$ cat src/pkg/wcw_pkg.sv
// Package for the windowed countdown watchdog: register map, fields, timing
package wcw_pkg;
  // APB register map (printed offset 0Dh is not a multiple of four: index)
  localparam logic [7:0] WCW_CTRL_INDEX = 8'h0d;
  localparam logic [7:0] WCW_CTRL_ADDR = 8'h34;
  localparam logic [7:0] WCW_STAT_ADDR = 8'h38;
  // Control register fields and reset value
  localparam int WCW_ACT_BIT = 7;
  localparam int WCW_TOP_BIT = 6;
  localparam logic [7:0] WCW_CTRL_RESET = 8'h7f;
  localparam logic [6:0] WCW_CNT_TRIP = 7'h40;
  // Status register fields
  localparam int WCW_ST_HALT_BIT = 0;
  localparam int WCW_ST_HOLD_BIT = 1;
  localparam int WCW_ST_VARIANT_BIT = 2;
  localparam int WCW_ST_CAUSE_BIT = 3;
  // Timing
  localparam int WCW_CLK_HZ = 10000000;
  localparam int WCW_WAKE_CYCLES = 514;
  localparam logic [9:0] WCW_WAKE_CNT = 10'(WCW_WAKE_CYCLES);
  localparam int WCW_TICK_DEF = 64;
  localparam int WCW_RST_PULSE_NS = 1000;
  localparam logic [3:0] WCW_RST_PULSE_CNT = 4'((WCW_RST_PULSE_NS * (WCW_CLK_HZ / 1000000) + 999) / 1000);

  typedef struct packed {
    logic [7:0] addr;
    logic write;
    logic [31:0] wdata;
  } wcw_req_t;

  typedef enum logic [1:0] {
    WCW_RUN = 2'b00,
    WCW_HALTED = 2'b01,
    WCW_WAKE = 2'b10
  } wcw_mode_t;
endpackage

$ cat src/wcw_core.sv
// Windowed countdown watchdog core with APB slave
//
// The APB register port was decided locally.
`timescale 1ns/100ps
// Functional notes
// - Software variant leaves every reset with the watchdog inactive.
// - Once active, writes cannot deactivate; only reset clears activation.
// - Writing activate set with top count bit clear forces immediate reset, except in halt or the wake delay.
// - Hardware variant runs and resets outside halt and the wake delay; activation bit ignored.
// - Wait state has no effect on counting or timeout.
// - Halted oscillator holds the counter and blocks timeout resets.
// - After external-interrupt wake, counting resumes only after 514 clocks.
// - Reset during halt returns software variant to inactive state.
// - Activation bit set only by software writes, cleared only by reset.
// - Software variant resets only while activation bit reads one.
// - Low seven control bits hold the counter, read and written there.
// - Active counter passing 40h to 3Fh issues a watchdog reset.
// - Control register at index 0Dh resets to 7Fh.
// - Watchdog reset drives the reset pin low for other devices.
module wcw_core
  import wcw_pkg::*;
#(
  parameter int TICK_CYCLES = WCW_TICK_DEF
) (
  input wire logic ref_clk,
  input wire logic rst_n,
  input wire logic hw_variant,
  input wire logic wait_mode,
  input wire logic halt_req,
  input wire logic ext_wake,
  input wire logic psel,
  input wire logic penable,
  input wire logic pwrite,
  input wire logic [31:0] paddr,
  input wire logic [31:0] pwdata,
  input wire logic [3:0] pstrb,
  output logic [31:0] prdata,
  output logic pready,
  output logic pslverr,
  output logic wdg_reset,
  output logic reset_pin_out,
  output logic reset_pin_oe
);
  import wcw_pkg::*;

  // ----------------------------------------------------------------
  // Input synchronisers
  // ----------------------------------------------------------------
  logic [1:0] hwv_sync_reg;
  logic [1:0] halt_sync_reg;
  logic [1:0] wake_sync_reg;
  logic hw_mode;
  logic halt_s;
  logic wake_s;

  // Strap and pins are asynchronous to ref_clk
  always_ff @(posedge ref_clk or negedge rst_n) begin
    if (!rst_n) begin
      hwv_sync_reg <= 2'b00;
      halt_sync_reg <= 2'b00;
      wake_sync_reg <= 2'b00;
    end else begin
      hwv_sync_reg <= {hwv_sync_reg[0], hw_variant};
      halt_sync_reg <= {halt_sync_reg[0], halt_req};
      wake_sync_reg <= {wake_sync_reg[0], ext_wake};
    end
  end

  assign hw_mode = hwv_sync_reg[1];
  assign halt_s = halt_sync_reg[1];
  assign wake_s = wake_sync_reg[1];

  // ----------------------------------------------------------------
  // APB decode
  // ----------------------------------------------------------------
  wcw_req_t req;
  logic acc;
  logic hit_ctrl;
  logic hit_stat;
  logic ctrl_wr;

  assign req = '{addr: paddr[7:0], write: pwrite, wdata: pwdata};
  assign acc = psel && penable;
  assign hit_ctrl = (paddr[31:8] == 24'h000000) && (req.addr == WCW_CTRL_ADDR);
  assign hit_stat = (paddr[31:8] == 24'h000000) && (req.addr == WCW_STAT_ADDR);
  assign ctrl_wr = acc && req.write && hit_ctrl && pstrb[0];
  // Zero wait states; unmapped and status writes answer with an error
  assign pready = 1'b1;
  assign pslverr = acc && !(hit_ctrl || (hit_stat && !req.write));

  // ----------------------------------------------------------------
  // Mode sequencing: run, halted, wake delay
  // ----------------------------------------------------------------
  wcw_mode_t mode_reg;
  logic [9:0] wake_cnt_reg;

  // Wait mode is not an input to this logic at all
  always_ff @(posedge ref_clk or negedge rst_n) begin
    if (!rst_n) begin
      mode_reg <= WCW_RUN;
      wake_cnt_reg <= 10'h000;
    end else begin
      unique case (mode_reg)
        WCW_RUN: begin
          if (halt_s) begin
            mode_reg <= WCW_HALTED;
          end
        end
        WCW_HALTED: begin
          if (wake_s) begin
            mode_reg <= WCW_WAKE;
            wake_cnt_reg <= WCW_WAKE_CNT;
          end
        end
        WCW_WAKE: begin
          if (wake_cnt_reg == 10'h001) begin
            mode_reg <= WCW_RUN;
          end
          wake_cnt_reg <= wake_cnt_reg - 10'h001;
        end
        default: begin
          mode_reg <= WCW_RUN;
        end
      endcase
    end
  end

  // ----------------------------------------------------------------
  // Control register: activation and count
  // ----------------------------------------------------------------
  logic act_reg;
  logic [6:0] cnt_reg;
  logic running;
  logic armed;
  logic tick;
  logic trip;
  logic soft_trip;

  // Frozen in halt and through the wake delay
  assign running = (mode_reg == WCW_RUN);
  // Hardware variant ignores the activation bit
  assign armed = hw_mode || act_reg;

  wcw_tick_div #(
    .TICK(TICK_CYCLES)
  ) u_div (
    .ref_clk(ref_clk),
    .rst_n(rst_n),
    .run(running && armed),
    .tick(tick)
  );

  // Activation is set-only; any reset clears it
  always_ff @(posedge ref_clk or negedge rst_n) begin
    if (!rst_n) begin
      act_reg <= WCW_CTRL_RESET[WCW_ACT_BIT];
    end else if (ctrl_wr && req.wdata[WCW_ACT_BIT]) begin
      act_reg <= 1'b1;
    end
  end

  // Software write wins over a same-cycle tick
  always_ff @(posedge ref_clk or negedge rst_n) begin
    if (!rst_n) begin
      cnt_reg <= WCW_CTRL_RESET[6:0];
    end else if (ctrl_wr) begin
      cnt_reg <= req.wdata[6:0];
    end else if (tick) begin
      cnt_reg <= cnt_reg - 7'h01;
    end
  end

  // Roll from 40h to 3Fh while counting
  assign trip = tick && !ctrl_wr && (cnt_reg == WCW_CNT_TRIP);
  // Write with activate set and top bit clear hw variant too
  assign soft_trip = ctrl_wr && !req.wdata[WCW_TOP_BIT] && (req.wdata[WCW_ACT_BIT] || hw_mode);

  // ----------------------------------------------------------------
  // Reset output pulse
  // ----------------------------------------------------------------
  logic [3:0] pulse_reg;
  logic cause_reg;

  // Pulse stretched so board devices see a clean low
  always_ff @(posedge ref_clk or negedge rst_n) begin
    if (!rst_n) begin
      pulse_reg <= 4'h0;
    end else if (trip || (soft_trip && running)) begin
      pulse_reg <= WCW_RST_PULSE_CNT;
    end else if (pulse_reg != 4'h0) begin
      pulse_reg <= pulse_reg - 4'h1;
    end
  end

  // Sticky cause flag for software after a partial reset
  always_ff @(posedge ref_clk or negedge rst_n) begin
    if (!rst_n) begin
      cause_reg <= 1'b0;
    end else if (pulse_reg != 4'h0) begin
      cause_reg <= 1'b1;
    end
  end

  // Only a reset leaves the block; no interrupt line exists
  assign wdg_reset = (pulse_reg != 4'h0);
  assign reset_pin_out = 1'b0;
  assign reset_pin_oe = wdg_reset;

  // ----------------------------------------------------------------
  // Read data
  // ----------------------------------------------------------------
  always_ff @(posedge ref_clk or negedge rst_n) begin
    if (!rst_n) begin
      prdata <= 32'h00000000;
    end else if (psel && !penable && !pwrite) begin
      prdata <= 32'h00000000;
      if (hit_ctrl) begin
        prdata[7:0] <= {act_reg, cnt_reg};
      end else if (hit_stat) begin
        prdata[WCW_ST_HALT_BIT] <= (mode_reg == WCW_HALTED);
        prdata[WCW_ST_HOLD_BIT] <= (mode_reg == WCW_WAKE);
        prdata[WCW_ST_VARIANT_BIT] <= hw_mode;
        prdata[WCW_ST_CAUSE_BIT] <= cause_reg;
      end
    end
  end

  // ----------------------------------------------------------------
  // Assertions
  // ----------------------------------------------------------------
  // Cycles spent in the wake hold; a counter keeps the check cheap for the tools
  logic [9:0] wake_seen_reg;

  always_ff @(posedge ref_clk or negedge rst_n) begin
    if (!rst_n) begin
      wake_seen_reg <= 10'h000;
    end else if (mode_reg == WCW_WAKE) begin
      wake_seen_reg <= wake_seen_reg + 10'h001;
    end else begin
      wake_seen_reg <= 10'h000;
    end
  end

  AST_SW_NO_RESET_INACTIVE: assert property (@(posedge ref_clk) disable iff (!rst_n)
    (!hw_mode && !act_reg && !$past(ctrl_wr)) |-> !$rose(wdg_reset))
    else $error("watchdog reset while inactive");
  AST_ACT_STICKY: assert property (@(posedge ref_clk) disable iff (!rst_n)
    act_reg |=> act_reg)
    else $error("activation bit dropped");
  AST_ACT_SET_BY_WRITE: assert property (@(posedge ref_clk) disable iff (!rst_n)
    (ctrl_wr && req.wdata[WCW_ACT_BIT]) |=> act_reg)
    else $error("activation write ignored");
  AST_TRIP_RESET: assert property (@(posedge ref_clk) disable iff (!rst_n)
    (tick && !ctrl_wr && cnt_reg == 7'h40) |=> (wdg_reset && cnt_reg == 7'h3f))
    else $error("no reset on 40h to 3Fh");
  AST_SOFT_RESET: assert property (@(posedge ref_clk) disable iff (!rst_n)
    (ctrl_wr && running && req.wdata[7] && !req.wdata[6]) |=> wdg_reset)
    else $error("forced reset missing");
  AST_HALT_HOLD: assert property (@(posedge ref_clk) disable iff (!rst_n)
    (mode_reg == WCW_HALTED && !ctrl_wr) |=> $stable(cnt_reg))
    else $error("counter moved in halt");
  AST_WAKE_DELAY: assert property (@(posedge ref_clk) disable iff (!rst_n)
    (mode_reg == WCW_HALTED && wake_s) |=> (mode_reg == WCW_WAKE)[*8] ##0 !tick)
    else $error("counting resumed early");
  AST_WAKE_END: assert property (@(posedge ref_clk) disable iff (!rst_n)
    (mode_reg == WCW_WAKE && wake_seen_reg == WCW_WAKE_CNT - 10'h001) |=> (mode_reg == WCW_RUN))
    else $error("wake delay not 514 clocks");
  AST_WAKE_LEN: assert property (@(posedge ref_clk) disable iff (!rst_n)
    (mode_reg == WCW_WAKE && wake_seen_reg < WCW_WAKE_CNT - 10'h001) |=> (mode_reg == WCW_WAKE))
    else $error("wake delay ended early");
  AST_PIN_LOW: assert property (@(posedge ref_clk) disable iff (!rst_n)
    wdg_reset |-> (reset_pin_oe && !reset_pin_out))
    else $error("reset pin not driven low");
  AST_HW_RUNS: assert property (@(posedge ref_clk) disable iff (!rst_n)
    (hw_mode && running && tick && !ctrl_wr) |=> (cnt_reg == $past(cnt_reg) - 7'h01))
    else $error("hardware variant not counting");

  COV_TIMEOUT: cover property (@(posedge ref_clk) disable iff (!rst_n) trip);
  COV_SOFT: cover property (@(posedge ref_clk) disable iff (!rst_n) soft_trip && running);
  COV_WAKE: cover property (@(posedge ref_clk) disable iff (!rst_n) $fell(mode_reg == WCW_WAKE));
endmodule

$ cat src/wcw_tick_div.sv
// Tick divider: one-cycle enable every TICK cycles while running
`timescale 1ns/100ps
module wcw_tick_div #(
  parameter int TICK = 64
) (
  input wire logic ref_clk,
  input wire logic rst_n,
  input wire logic run,
  output logic tick
);
  logic [15:0] div_reg;

  // Prescaler restarts when paused so a wake-up gets a full first period
  always_ff @(posedge ref_clk or negedge rst_n) begin
    if (!rst_n) begin
      div_reg <= 16'h0000;
    end else if (!run) begin
      div_reg <= 16'h0000;
    end else if (div_reg == 16'(TICK - 1)) begin
      div_reg <= 16'h0000;
    end else begin
      div_reg <= div_reg + 16'h0001;
    end
  end

  assign tick = run && (div_reg == 16'(TICK - 1));
endmodule

$ cat config.mk
export PLATFORM = sky130hd
export DESIGN_NAME = wcw_core
export DESIGN_NICKNAME = d
export VERILOG_FILES = /design/src/pkg/wcw_pkg.sv /design/src/wcw_core.sv /design/src/wcw_tick_div.sv
export SDC_FILE = /design/constraint.sdc
export NUM_CORES = 1
export LEC_CHECK = 0
export BUFFER_PORTS_ARGS = -buffer_cell sky130_fd_sc_hd__buf_2
export CAP_MARGIN = 20
export CORE_ASPECT_RATIO = 0.6
export CORE_MARGIN = 2
export CORE_UTILIZATION = 53
export CTS_CLUSTER_SIZE = 20
export DETAILED_ROUTE_END_ITERATION = 6
export GPL_TIMING_DRIVEN = 0
export PLACE_DENSITY_LB_ADDON = 0.1
export SETUP_SLACK_MARGIN = 0.1
export SYNTH_ARGS = -nofsm -noshare
export SYNTH_HDL_FRONTEND = slang
export SYNTH_HIERARCHICAL = 1
export SYNTH_SLANG_ARGS = --single-unit
$ cat constraint.sdc
create_clock -name ref_clk -period 8.5 [get_ports ref_clk]
set_clock_uncertainty 0.15 [all_clocks]
set_input_delay 0 -clock ref_clk [delete_from_list [all_inputs] [get_ports ref_clk]]
set_output_delay 0 -clock ref_clk [all_outputs]
set_load 0.005 [all_outputs]
; ---- Word-level counts from Yosys, hierarchy flattened
; Index checks and enable logic that the tools add are counted.
[totals]
register_bits = 55
inputBits = 77
out_inout_bits = 37
wordCells = 75
[classes]
addsub = 4
n_eq_ne = 10
n_mux = 15
reduce_logical = 35
[ops]
columns = cell, n
row1 = 16-bit 2-to-1 mux, 2
row2 = 24-bit logical NOT, 1
row3 = 4-bit 2-to-1 mux, 5
row4 = 10-bit one-hot mux with 2 select lines, 1
row5 = 1-bit logical AND, 18
row6 = "16-bit by 1-bit adder with 16-bit output, second input constant", 1
row7 = "16-bit by 6-bit == test with 1-bit output, second input constant", 1
row8 = "8-bit by 6-bit == test with 1-bit output, second input constant", 2
row9 = 7-bit 2-to-1 mux, 2
row10 = "10-bit by 1-bit == test with 1-bit output, second input constant", 1
row11 = 10-bit 2-to-1 mux, 1
row12 = "10-bit by 1-bit subtractor with 10-bit output, second input constant", 1
row13 = "7-bit == test, second input constant", 1
row14 = "7-bit by 1-bit subtractor with 7-bit output, second input constant", 1
row15 = 2-bit 2-to-1 mux, 3
row16 = "2-bit != test, second input constant", 3
row17 = 2-bit one-hot mux with 3 select lines, 1
row18 = 2-bit nonzero test, 3
row19 = 1-bit logical NOT, 5
row20 = 1-bit logical OR, 4
row21 = 4-bit nonzero test, 1
row22 = "4-bit by 1-bit subtractor with 4-bit output, second input constant", 1
row23 = 3-bit AND reduction, 1
row24 = "2-bit by 1-bit == test with 1-bit output, second input constant", 1
row25 = 3 further kinds, 3

; ---- Logic depth before layout (Yosys ltp)
; Gate-level depths: netlist of run 1.
[logic_depth]
word_depth = 9
depth_mapped = 8
mapped_depth_nobuf = 8

; ---- Cells and area by module
; Netlist of run 1, hierarchy kept.
[modules_own_cells]
columns = mod, n_inst, cells_each, area_per_inst_um2, seq_area_each_um2
row1 = wcw_core, 1, 214, 2162.1, 984.7
row2 = wcw_tick_div, 1, 83, 807.0, 400.4

; ---- Worst setup path after synthesis of run 1
; No wires, ideal clock.
[synth_timing]
path_kind = register -> register
from = register u_div.div_reg[13]
to = register cnt_reg[5]
setup_time_ns = 0.082
arrival_ns = 2.716
t_required_ns = 8.268
path_slack_ns = 5.552
stages_incl_launch_ff = 8
n_path_buf = 0
synth_period_minus_slack_ns = 2.948
path_cell_list = dfrtp_1 or4_1 or4_4 nor2_1 or4b_1 nor3_1 xnor2_1 mux2_2
[synth_via]
elab_chain_cells = 3
[synth_lines]
columns = element, line
row1 = from (decl), wcw_tick_div.sv:11  ; logic [15:0] div_reg;
row2 = from (signal assigned), wcw_tick_div.sv:22  ; div_reg <= div_reg + 16'h0001;
row3 = 16-bit by 6-bit == test with 1-bit output, wcw_tick_div.sv:26  ; assign tick = run && (div_reg == 16'(TICK - 1));
row4 = 1-bit logical AND, wcw_tick_div.sv:26
row5 = net tick, wcw_core.sv:135  ; logic tick;
row6 = 2-bit nonzero test (no line), n/a
row7 = to (signal assigned), wcw_core.sv:165  ; cnt_reg <= WCW_CTRL_RESET[6:0];
row8 = to (signal assigned), wcw_core.sv:167  ; cnt_reg <= req.wdata[6:0];
row9 = to (signal assigned), wcw_core.sv:169  ; cnt_reg <= cnt_reg - 7'h01;
row10 = to (decl), wcw_core.sv:132  ; logic [6:0] cnt_reg;
; The timed path passes the listed nets, and every way through them passes these cells.
; A chain may end at the register's enable or synchronous reset.

; ---- Worst setup path in the final report of run 1
[layout_timing]
from = register u_div.div_reg[7]
to = register pulse_reg[0]
[layout_via]
elab_chain_cells = 6
word_cells_on_any_way = 7
cone_classes = 1 x eq/ne / 1 x mux / 5 x reduce/logical
[layout_lines]
columns = element, line
row1 = 16-bit by 6-bit == test with 1-bit output (*), wcw_tick_div.sv:26
row2 = 1-bit logical AND (*), wcw_tick_div.sv:26
row3 = net tick, wcw_core.sv:135
row4 = 1-bit logical AND (*) (2 in series), wcw_core.sv:174  ; assign trip = tick && !ctrl_wr && (cnt_reg == WCW_CNT_TRIP);
row5 = 1-bit logical OR (*), wcw_core.sv:188  ; end else if (trip || (soft_trip && running)) begin
row6 = 4-bit 2-to-1 mux or 2-bit nonzero test (tied branches), n/a
row7 = to (signal assigned), wcw_core.sv:191  ; pulse_reg <= pulse_reg - 4'h1;
row8 = to (decl), wcw_core.sv:181  ; logic [3:0] pulse_reg;
; The timed path passes the listed nets; every way through them passes the cells marked *.

==> results_dict.tcl, run 1 <==
set metrics [dict create \
    tritoncts "built" \
    start_util 0.5407 \
    clock_latency_ns 0.31 \
    drt_iter0_drc 122 \
    ys_warn_count 6 \
    worstSetupStartpointType "register" \
    hold_violations 0 \
    grt_pass1_vias 2112 \
    grtUsageMet3 0.04139 \
    die_w_microns 100.6 \
    gp_congestion 0.8899 \
    area_growth_pct 23.94 \
    nNetsFinal 483 \
    numClockSinks 55 \
    cts.clk_slew.worst_paths_ns 0.10 \
    ir_worst_vdd_mv 0.1455 \
    routed_via_density 4.943 \
    endpoint_kind "register" \
    drv_slew 0 \
    worstSetupPathType "register to register" \
    numCtsBuffers 5 \
    final_cell_mix "buf_2, dfrtp_1, buf_4" \
    largest_reg_flops 16 \
    antenna_found_initial 0 \
    status "complete, no violations" \
    powerDensity_mw_per_mm2 167.3 \
    path_max_fanout 5 \
    diodes 0 \
    cts_setup_buffers 0 \
    dr.pass1.iters 5 \
    io_buffer_count 59 \
    min_path_type "input pin to async pin" \
    cts-root-buf "clkbuf_8" \
    max-slew-margin-rel 0.4163 \
    synth_cell_types 50 \
    maxCapViolCount 0 \
    drive_gt1_frac 0.3142 \
    die_area_sq_mm 0.006236 \
    yosysSeqAreaShare 0.4665 \
    rsz0062_at_grt "no" \
    die_y_microns 61.98 \
    p_leak_nw 1.772 \
    grtUsageMet2 0.3295 \
    tightest_slew_ns 0.8675 \
    netlist_area_sq_mm 0.002969 \
    postRouteAntennaNets 0 \
    synth.ff_latch_count 55 \
    fin_crit_ns 3.290 \
    routedWlPerCell_microns 12.54 \
    grt_pass1_wl_mm 9.811 \
    finalWirelength_mm 5.894 \
    htreeDepth 2 \
    fin_crit_sh 0.3870 \
    drc 0 \
    syn_avg_cell_area_sq_um 9.997 \
    dp_hpwl_mm 4.485 \
    setup_viol 0 \
    postSynthCellCount 297 \
    rows 21 \
    cts_resized 0 \
    hold_slack_ns 0.05623 \
    vias 2323 \
    postCtsHoldBufs 12 \
    groute.layer.met1.usage 0.2943 \
    cp.required_ns 8.49 \
    clock.fmax_mhz 304.0 \
    grt.total_usage 0.2049 \
    arrival_ns 3.28 \
    clock_path_buffers 2 \
    mostFrequentLayoutCell "buf_2" \
    io_pins 114 \
    core_area_sq_mm 0.005492 \
    setup_tns_ns 0 \
    overflow 0 \
    top_usage_layer "met2" \
    grt_max_degree 35 \
    fillers 447 \
]
==> stage by stage <==
stage / util / area [sq um] / cells / setup slack [ns] / power (mW)
6_report: 0.6701 / 3680 / 470 / 5.210 / 0.6157
5_1_grt: 0.6701 / 3680 / 470 / 5.071 / 0.6560
4_1_cts: 0.6701 / 3680 / 470 / 5.286 / 0.6226
3_5_place_dp: 0.6302 / 3461 / 450 / 5.317 / 0.4638
3_3_place_gp: 0.6266 / 3441 / 449 / 5.342 / 0.4588
2_1_floorplan: - / 3059 / 321 / 5.552 / 0.4201
==> kinds of logic (layout without fill, tap and decap cells) <==
family                     count (synthesis)  count (layout)  synth area share
AOI/OAI and AO/OA                         33              33           0.07543
and+or+nand+nor                          112             112            0.2158
other                                      2              26          0.002529
buffers and inverters                     56             136            0.1096
xor gates and xnor gates                  22              22           0.06490
muxes                                     11              11           0.04004
DFF                                       55              55            0.4665
adders and majority gates                  6               6           0.02528
==> synthesized netlist by cell type (all sizes together) <==
cell type	number	share of area
or3	4	0.0084
dfrtp	48	0.40
nor3b	1	0.0025
and3	1	0.0021
or4	4	0.013
mux2i	4	0.013
a31oi	1	0.0021
and2b	2	0.0059
dfstp	7	0.062
a211oi	2	0.0051
buf	31	0.077
o31ai	2	0.0051
and4	3	0.0089
nand3b	1	0.0025
o41ai	3	0.0089
or2b	1	0.0030
o21ai	11	0.020
or4b	2	0.0067
nor2b	1	0.0021
nor4bb	1	0.0034
xor2	4	0.012
xnor2	18	0.053
mux2	7	0.027
nand2	19	0.027
ha	6	0.025
nand3	9	0.017
a21oi	3	0.0051
nor3	10	0.017
nand4	8	0.017
clkbuf	3	0.0046
inv	22	0.028
nor4	13	0.027
conb	2	0.0025
a211o	2	0.0059
or4bb	1	0.0038
or3b	2	0.0059
nand4bb	1	0.0038
a22oi	1	0.0025
o311ai	2	0.0059
o211ai	6	0.015
nand2b	4	0.0084
nor2	24	0.030
==> path summary, 6_finish.rpt <==
kind                                    end             start  slack (ns)  cells after the start
min in group ref_clk              prdata[1]          paddr[3]        0.06                      5
max reg2reg                    pulse_reg[0]  u_div/div_reg[7]        5.21                      6
max                            pulse_reg[0]  u_div/div_reg[7]        5.21                      6
min                         wake_cnt_reg[8]             rst_n        0.06                      2
max in group asynchronous        cnt_reg[6]             rst_n        7.51                      3
min reg2reg                wake_sync_reg[1]  wake_sync_reg[0]        0.21                      0
==> power by group <==
part	switching [mW]	internal [mW]	total [mW]
sequential	0.0287	0.289	0.318
combinational	0.0772	0.0695	0.147
clock	0.0842	0.0666	0.151
total	0.190	0.426	0.616
==> worst max-delay path, stage by stage (launching register included) <==
cell       delay (ns)
dfrtp_1          0.46
or4_1            0.53
or4_4            0.56
nor2_1           0.33
nand4bb_1        0.23
nor4_1           0.70
a211oi_1         0.17
==> layout make-up <==
class	instances	area [sq um]	area share
flip-flops and latches	55	1385	0.3764
multi-input cells	210	1349	0.3665
repair buffers	72	435.4	0.1183
plain buffers	34	242.7	0.06596
well taps	69	86.33	0.02346
clock buffers	6	82.58	0.02244
inverters	22	82.58	0.02244
clock inverters	2	16.27	0.004420
==> layer usage <==
| layer | part of all wire | vias up | wire length [microns] |
|---|---|---|---|
| met3 | 0.052 | 4 | 305 |
| met5 | 0 | - | 0 |
| met2 | 0.44 | 67 | 2574 |
| li1 | - | 1190 | - |
| met1 | 0.51 | 1062 | 2986 |
| met4 | 0.0048 | 0 | 28 |
Power figures use the tool's default switching activity.
==> run 2: changes to the inputs <==
--- a/config.mk
+++ b/config.mk
@@ -9,7 +9,7 @@
 export CAP_MARGIN = 20
 export CORE_ASPECT_RATIO = 0.6
 export CORE_MARGIN = 2
-export CORE_UTILIZATION = 53
+export CORE_UTILIZATION = 44
 export CTS_CLUSTER_SIZE = 20
 export DETAILED_ROUTE_END_ITERATION = 6
 export GPL_TIMING_DRIVEN = 0
==> constraint.sdc (replaced) <==
create_clock -name ref_clk -period 2.6 [get_ports ref_clk]
set_clock_uncertainty 0.15 [all_clocks]
set_input_delay 0 -clock ref_clk [delete_from_list [all_inputs] [get_ports ref_clk]]
set_output_delay 0 -clock ref_clk [all_outputs]
set_load 0.005 [all_outputs]
==> run 2 against run 1 <==
  * Critical endpoint is now cnt_reg[5]
  * The flow now finishes with violations (setup timing)
  * Critical path depth grew 1
  * Design area up 6.4%
  * Utilization decreased by 7.6 points
  * Sequential share of layout area fell by 2.2 points
  * First-iteration DRC count shrank 5.7%
  * Worst setup slack worse by 5.4 ns
  * Combinational power rose to 3.5 times the previous value
  * Sequential power increased to 3.3 times the previous value
==> results_dict.tcl, run 2 (same netlist as run 1, synthesis figures left out) <==
set metrics [dict create \
    cp_common_cell "or4_4" \
    worstSetupPathType "register to register" \
    gp_congestion 0.8964 \
    cp.required_ns 2.70 \
    start_util 0.4505 \
    finalPower_mw 2.065 \
    path_max_fanout 3 \
    drive_gt1_frac 0.3645 \
    numClockSinks 55 \
    ir_worst_vdd_mv 0.3374 \
    status "finished, violations left" \
    hp-start "paddr[3]" \
    cts-root-buf "clkbuf_8" \
    hold_violations 0 \
    io_pins 114 \
    routed_via_density 4.734 \
    fin_area_sq_mm 0.003914 \
    p_leak_nw 1.869 \
    crit_family "simple AND/OR/NAND/NOR gates" \
    arrival_ns 2.88 \
    clock_latency_ns 0.31 \
    nNetsFinal 499 \
    drc 0 \
    setup_viol 8 \
    tightest_slew_ns 0.5815 \
    clock_path_buffers 2 \
    drv_slew 0 \
    max-slew-margin-rel 0.6094 \
    slowest_delay_ns 0.56 \
    drt_iter0_drc 115 \
    reg2reg_slack_ns -0.18 \
    tritoncts "built" \
    htreeDepth 2 \
    failed_checks "setup timing" \
    postRouteAntennaNets 0 \
    mostFrequentLayoutCell "buf_2" \
    fin_crit_ns 2.781 \
    die_w_microns 110.1 \
    core_area_sq_mm 0.006590 \
    worstSetupStartpointType "register" \
    hold_path_depth 5 \
    area_growth_pct 31.82 \
    final_cell_mix "buf_2, dfrtp_1, buf_4" \
    powerDensity_mw_per_mm2 527.7 \
    crit_chain "or4_4 -> or4_4 -> nor2_4 -> or4b_4 -> nor3_4 -> xnor2_1 -> mux2_2" \
    cts.clk_slew.worst_paths_ns 0.10 \
    grt_pass1_vias 2280 \
    rows 23 \
    dr.pass1.iters 4 \
    largest_reg_flops 16 \
    maxCapViolCount 0 \
    endpoint_kind "register" \
    dp_hpwl_mm 4.785 \
    antenna_found_initial 0 \
    place_area_sq_mm 0.003511 \
    r2r_cells 7 \
    routedWlPerCell_microns 12.96 \
    die_area_sq_mm 0.007443 \
    clock.fmax_mhz 359.6 \
    numCtsBuffers 5 \
    dp_slack_ns -0.2876 \
    overflow 0 \
    grt_pass1_wl_mm 10.85 \
    fin_crit_sh 1.070 \
    hold_end "prdata[3]" \
    min_path_type "input pin to register" \
    diodes 0 \
    rsz0062_at_grt "yes" \
    r2r_end "cnt_reg[5]" \
    finalWirelength_mm 6.533 \
    vias 2386 \
    critPathSlowestCell "or4_4" \
    die_y_microns 67.63 \
    reg2reg_from "u_div/div_reg[12]" \
    grt.total_usage 0.1927 \
    io_buffer_count 59 \
    grt_max_degree 35 \
    path_buf_inv 0 \
    fillers 594 \
    setup_ws_ns -0.1808 \
]
==> run 2: cell types whose count changed in the layout (fill, tap and decap cells not counted), sizes merged <==
| cell | delta |
|---|---|
| clkinvlp | -1 |
| buf | +16 |
| clkbuf | +1 |
==> run 2: stage by stage <==
| step | hold slack, ns | util | TNS, ns | instances |
|---|---|---|---|---|
| floorplan | -0.4456 | - | -0.2806 | 321 |
| global placement | -0.04167 | 0.5297 | -1.350 | 467 |
| detailed placement | -0.1292 | 0.5328 | -1.307 | 468 |
| CTS | 0.02770 | 0.5791 | -1.167 | 495 |
| global route | 0.08236 | 0.5939 | -1.469 | 504 |
| finish | 0.03921 | 0.5939 | -0.7692 | 504 |
==> run 2: layout make-up <==
cell class              count  area, sq um  area share
clock inverters             1        8.758    0.002238
plain buffers              34        242.7     0.06202
well taps                  87        108.9     0.02781
flip-flops and latches     55         1388      0.3545
inverters                  22        82.58     0.02110
repair buffers             88        563.0      0.1439
clock buffers               7        86.33     0.02206
multi-input cells         210         1434      0.3664
==> run 2: worst register-to-register path: cells and delay by family, from the launching register on <==
family,cells,cell delay (ns)
xor+xnor,1,0.07
mux,1,0.25
flops,1,0.41
simple gates,5,1.83
==> run 2: worst max-delay path by stage <==
stage / end / from / cells past startpoint / slack (ns)
floorplan: cnt_reg[5] / u_div/div_reg[13] / 7 / -0.17
global placement: cnt_reg[5] / u_div/div_reg[7] / 7 / -0.29
detailed placement: cnt_reg[5] / u_div/div_reg[7] / 7 / -0.29
CTS: cnt_reg[5] / u_div/div_reg[1] / 8 / -0.29
global route: cnt_reg[5] / u_div/div_reg[9] / 7 / -0.23
finish: cnt_reg[5] / u_div/div_reg[12] / 7 / -0.18
==> run 2: power by group <==
part           total (mW)  internal (mW)  switching, mW
Combinational       0.510          0.247          0.263
Sequential           1.05          0.947          0.102
Clock               0.506          0.219          0.287
Total                2.07           1.41          0.652
==> run 2: routing by layer <==
| metal | GRT usage | routed length, microns | vias up |
|---|---|---|---|
| li1 | - | - | 1222 |
| met1 | 0.2889 | 3364 | 1097 |
| met2 | 0.2807 | 2693 | 63 |
| met3 | 0.03475 | 417 | 4 |
| met4 | 0.06171 | 58 | 0 |
| met5 | 0 | 0 | - |
==> run 2: what timing repair did <==
action / in CTS / in global routing
gates resized for setup: 6 / 7
endpoints found under the setup margin: 8 / 9
hold buffers: 12 / 0
pin swaps: 4 / 5
setup buffers: 7 / 9
hold endpoints to repair: 64 / 0
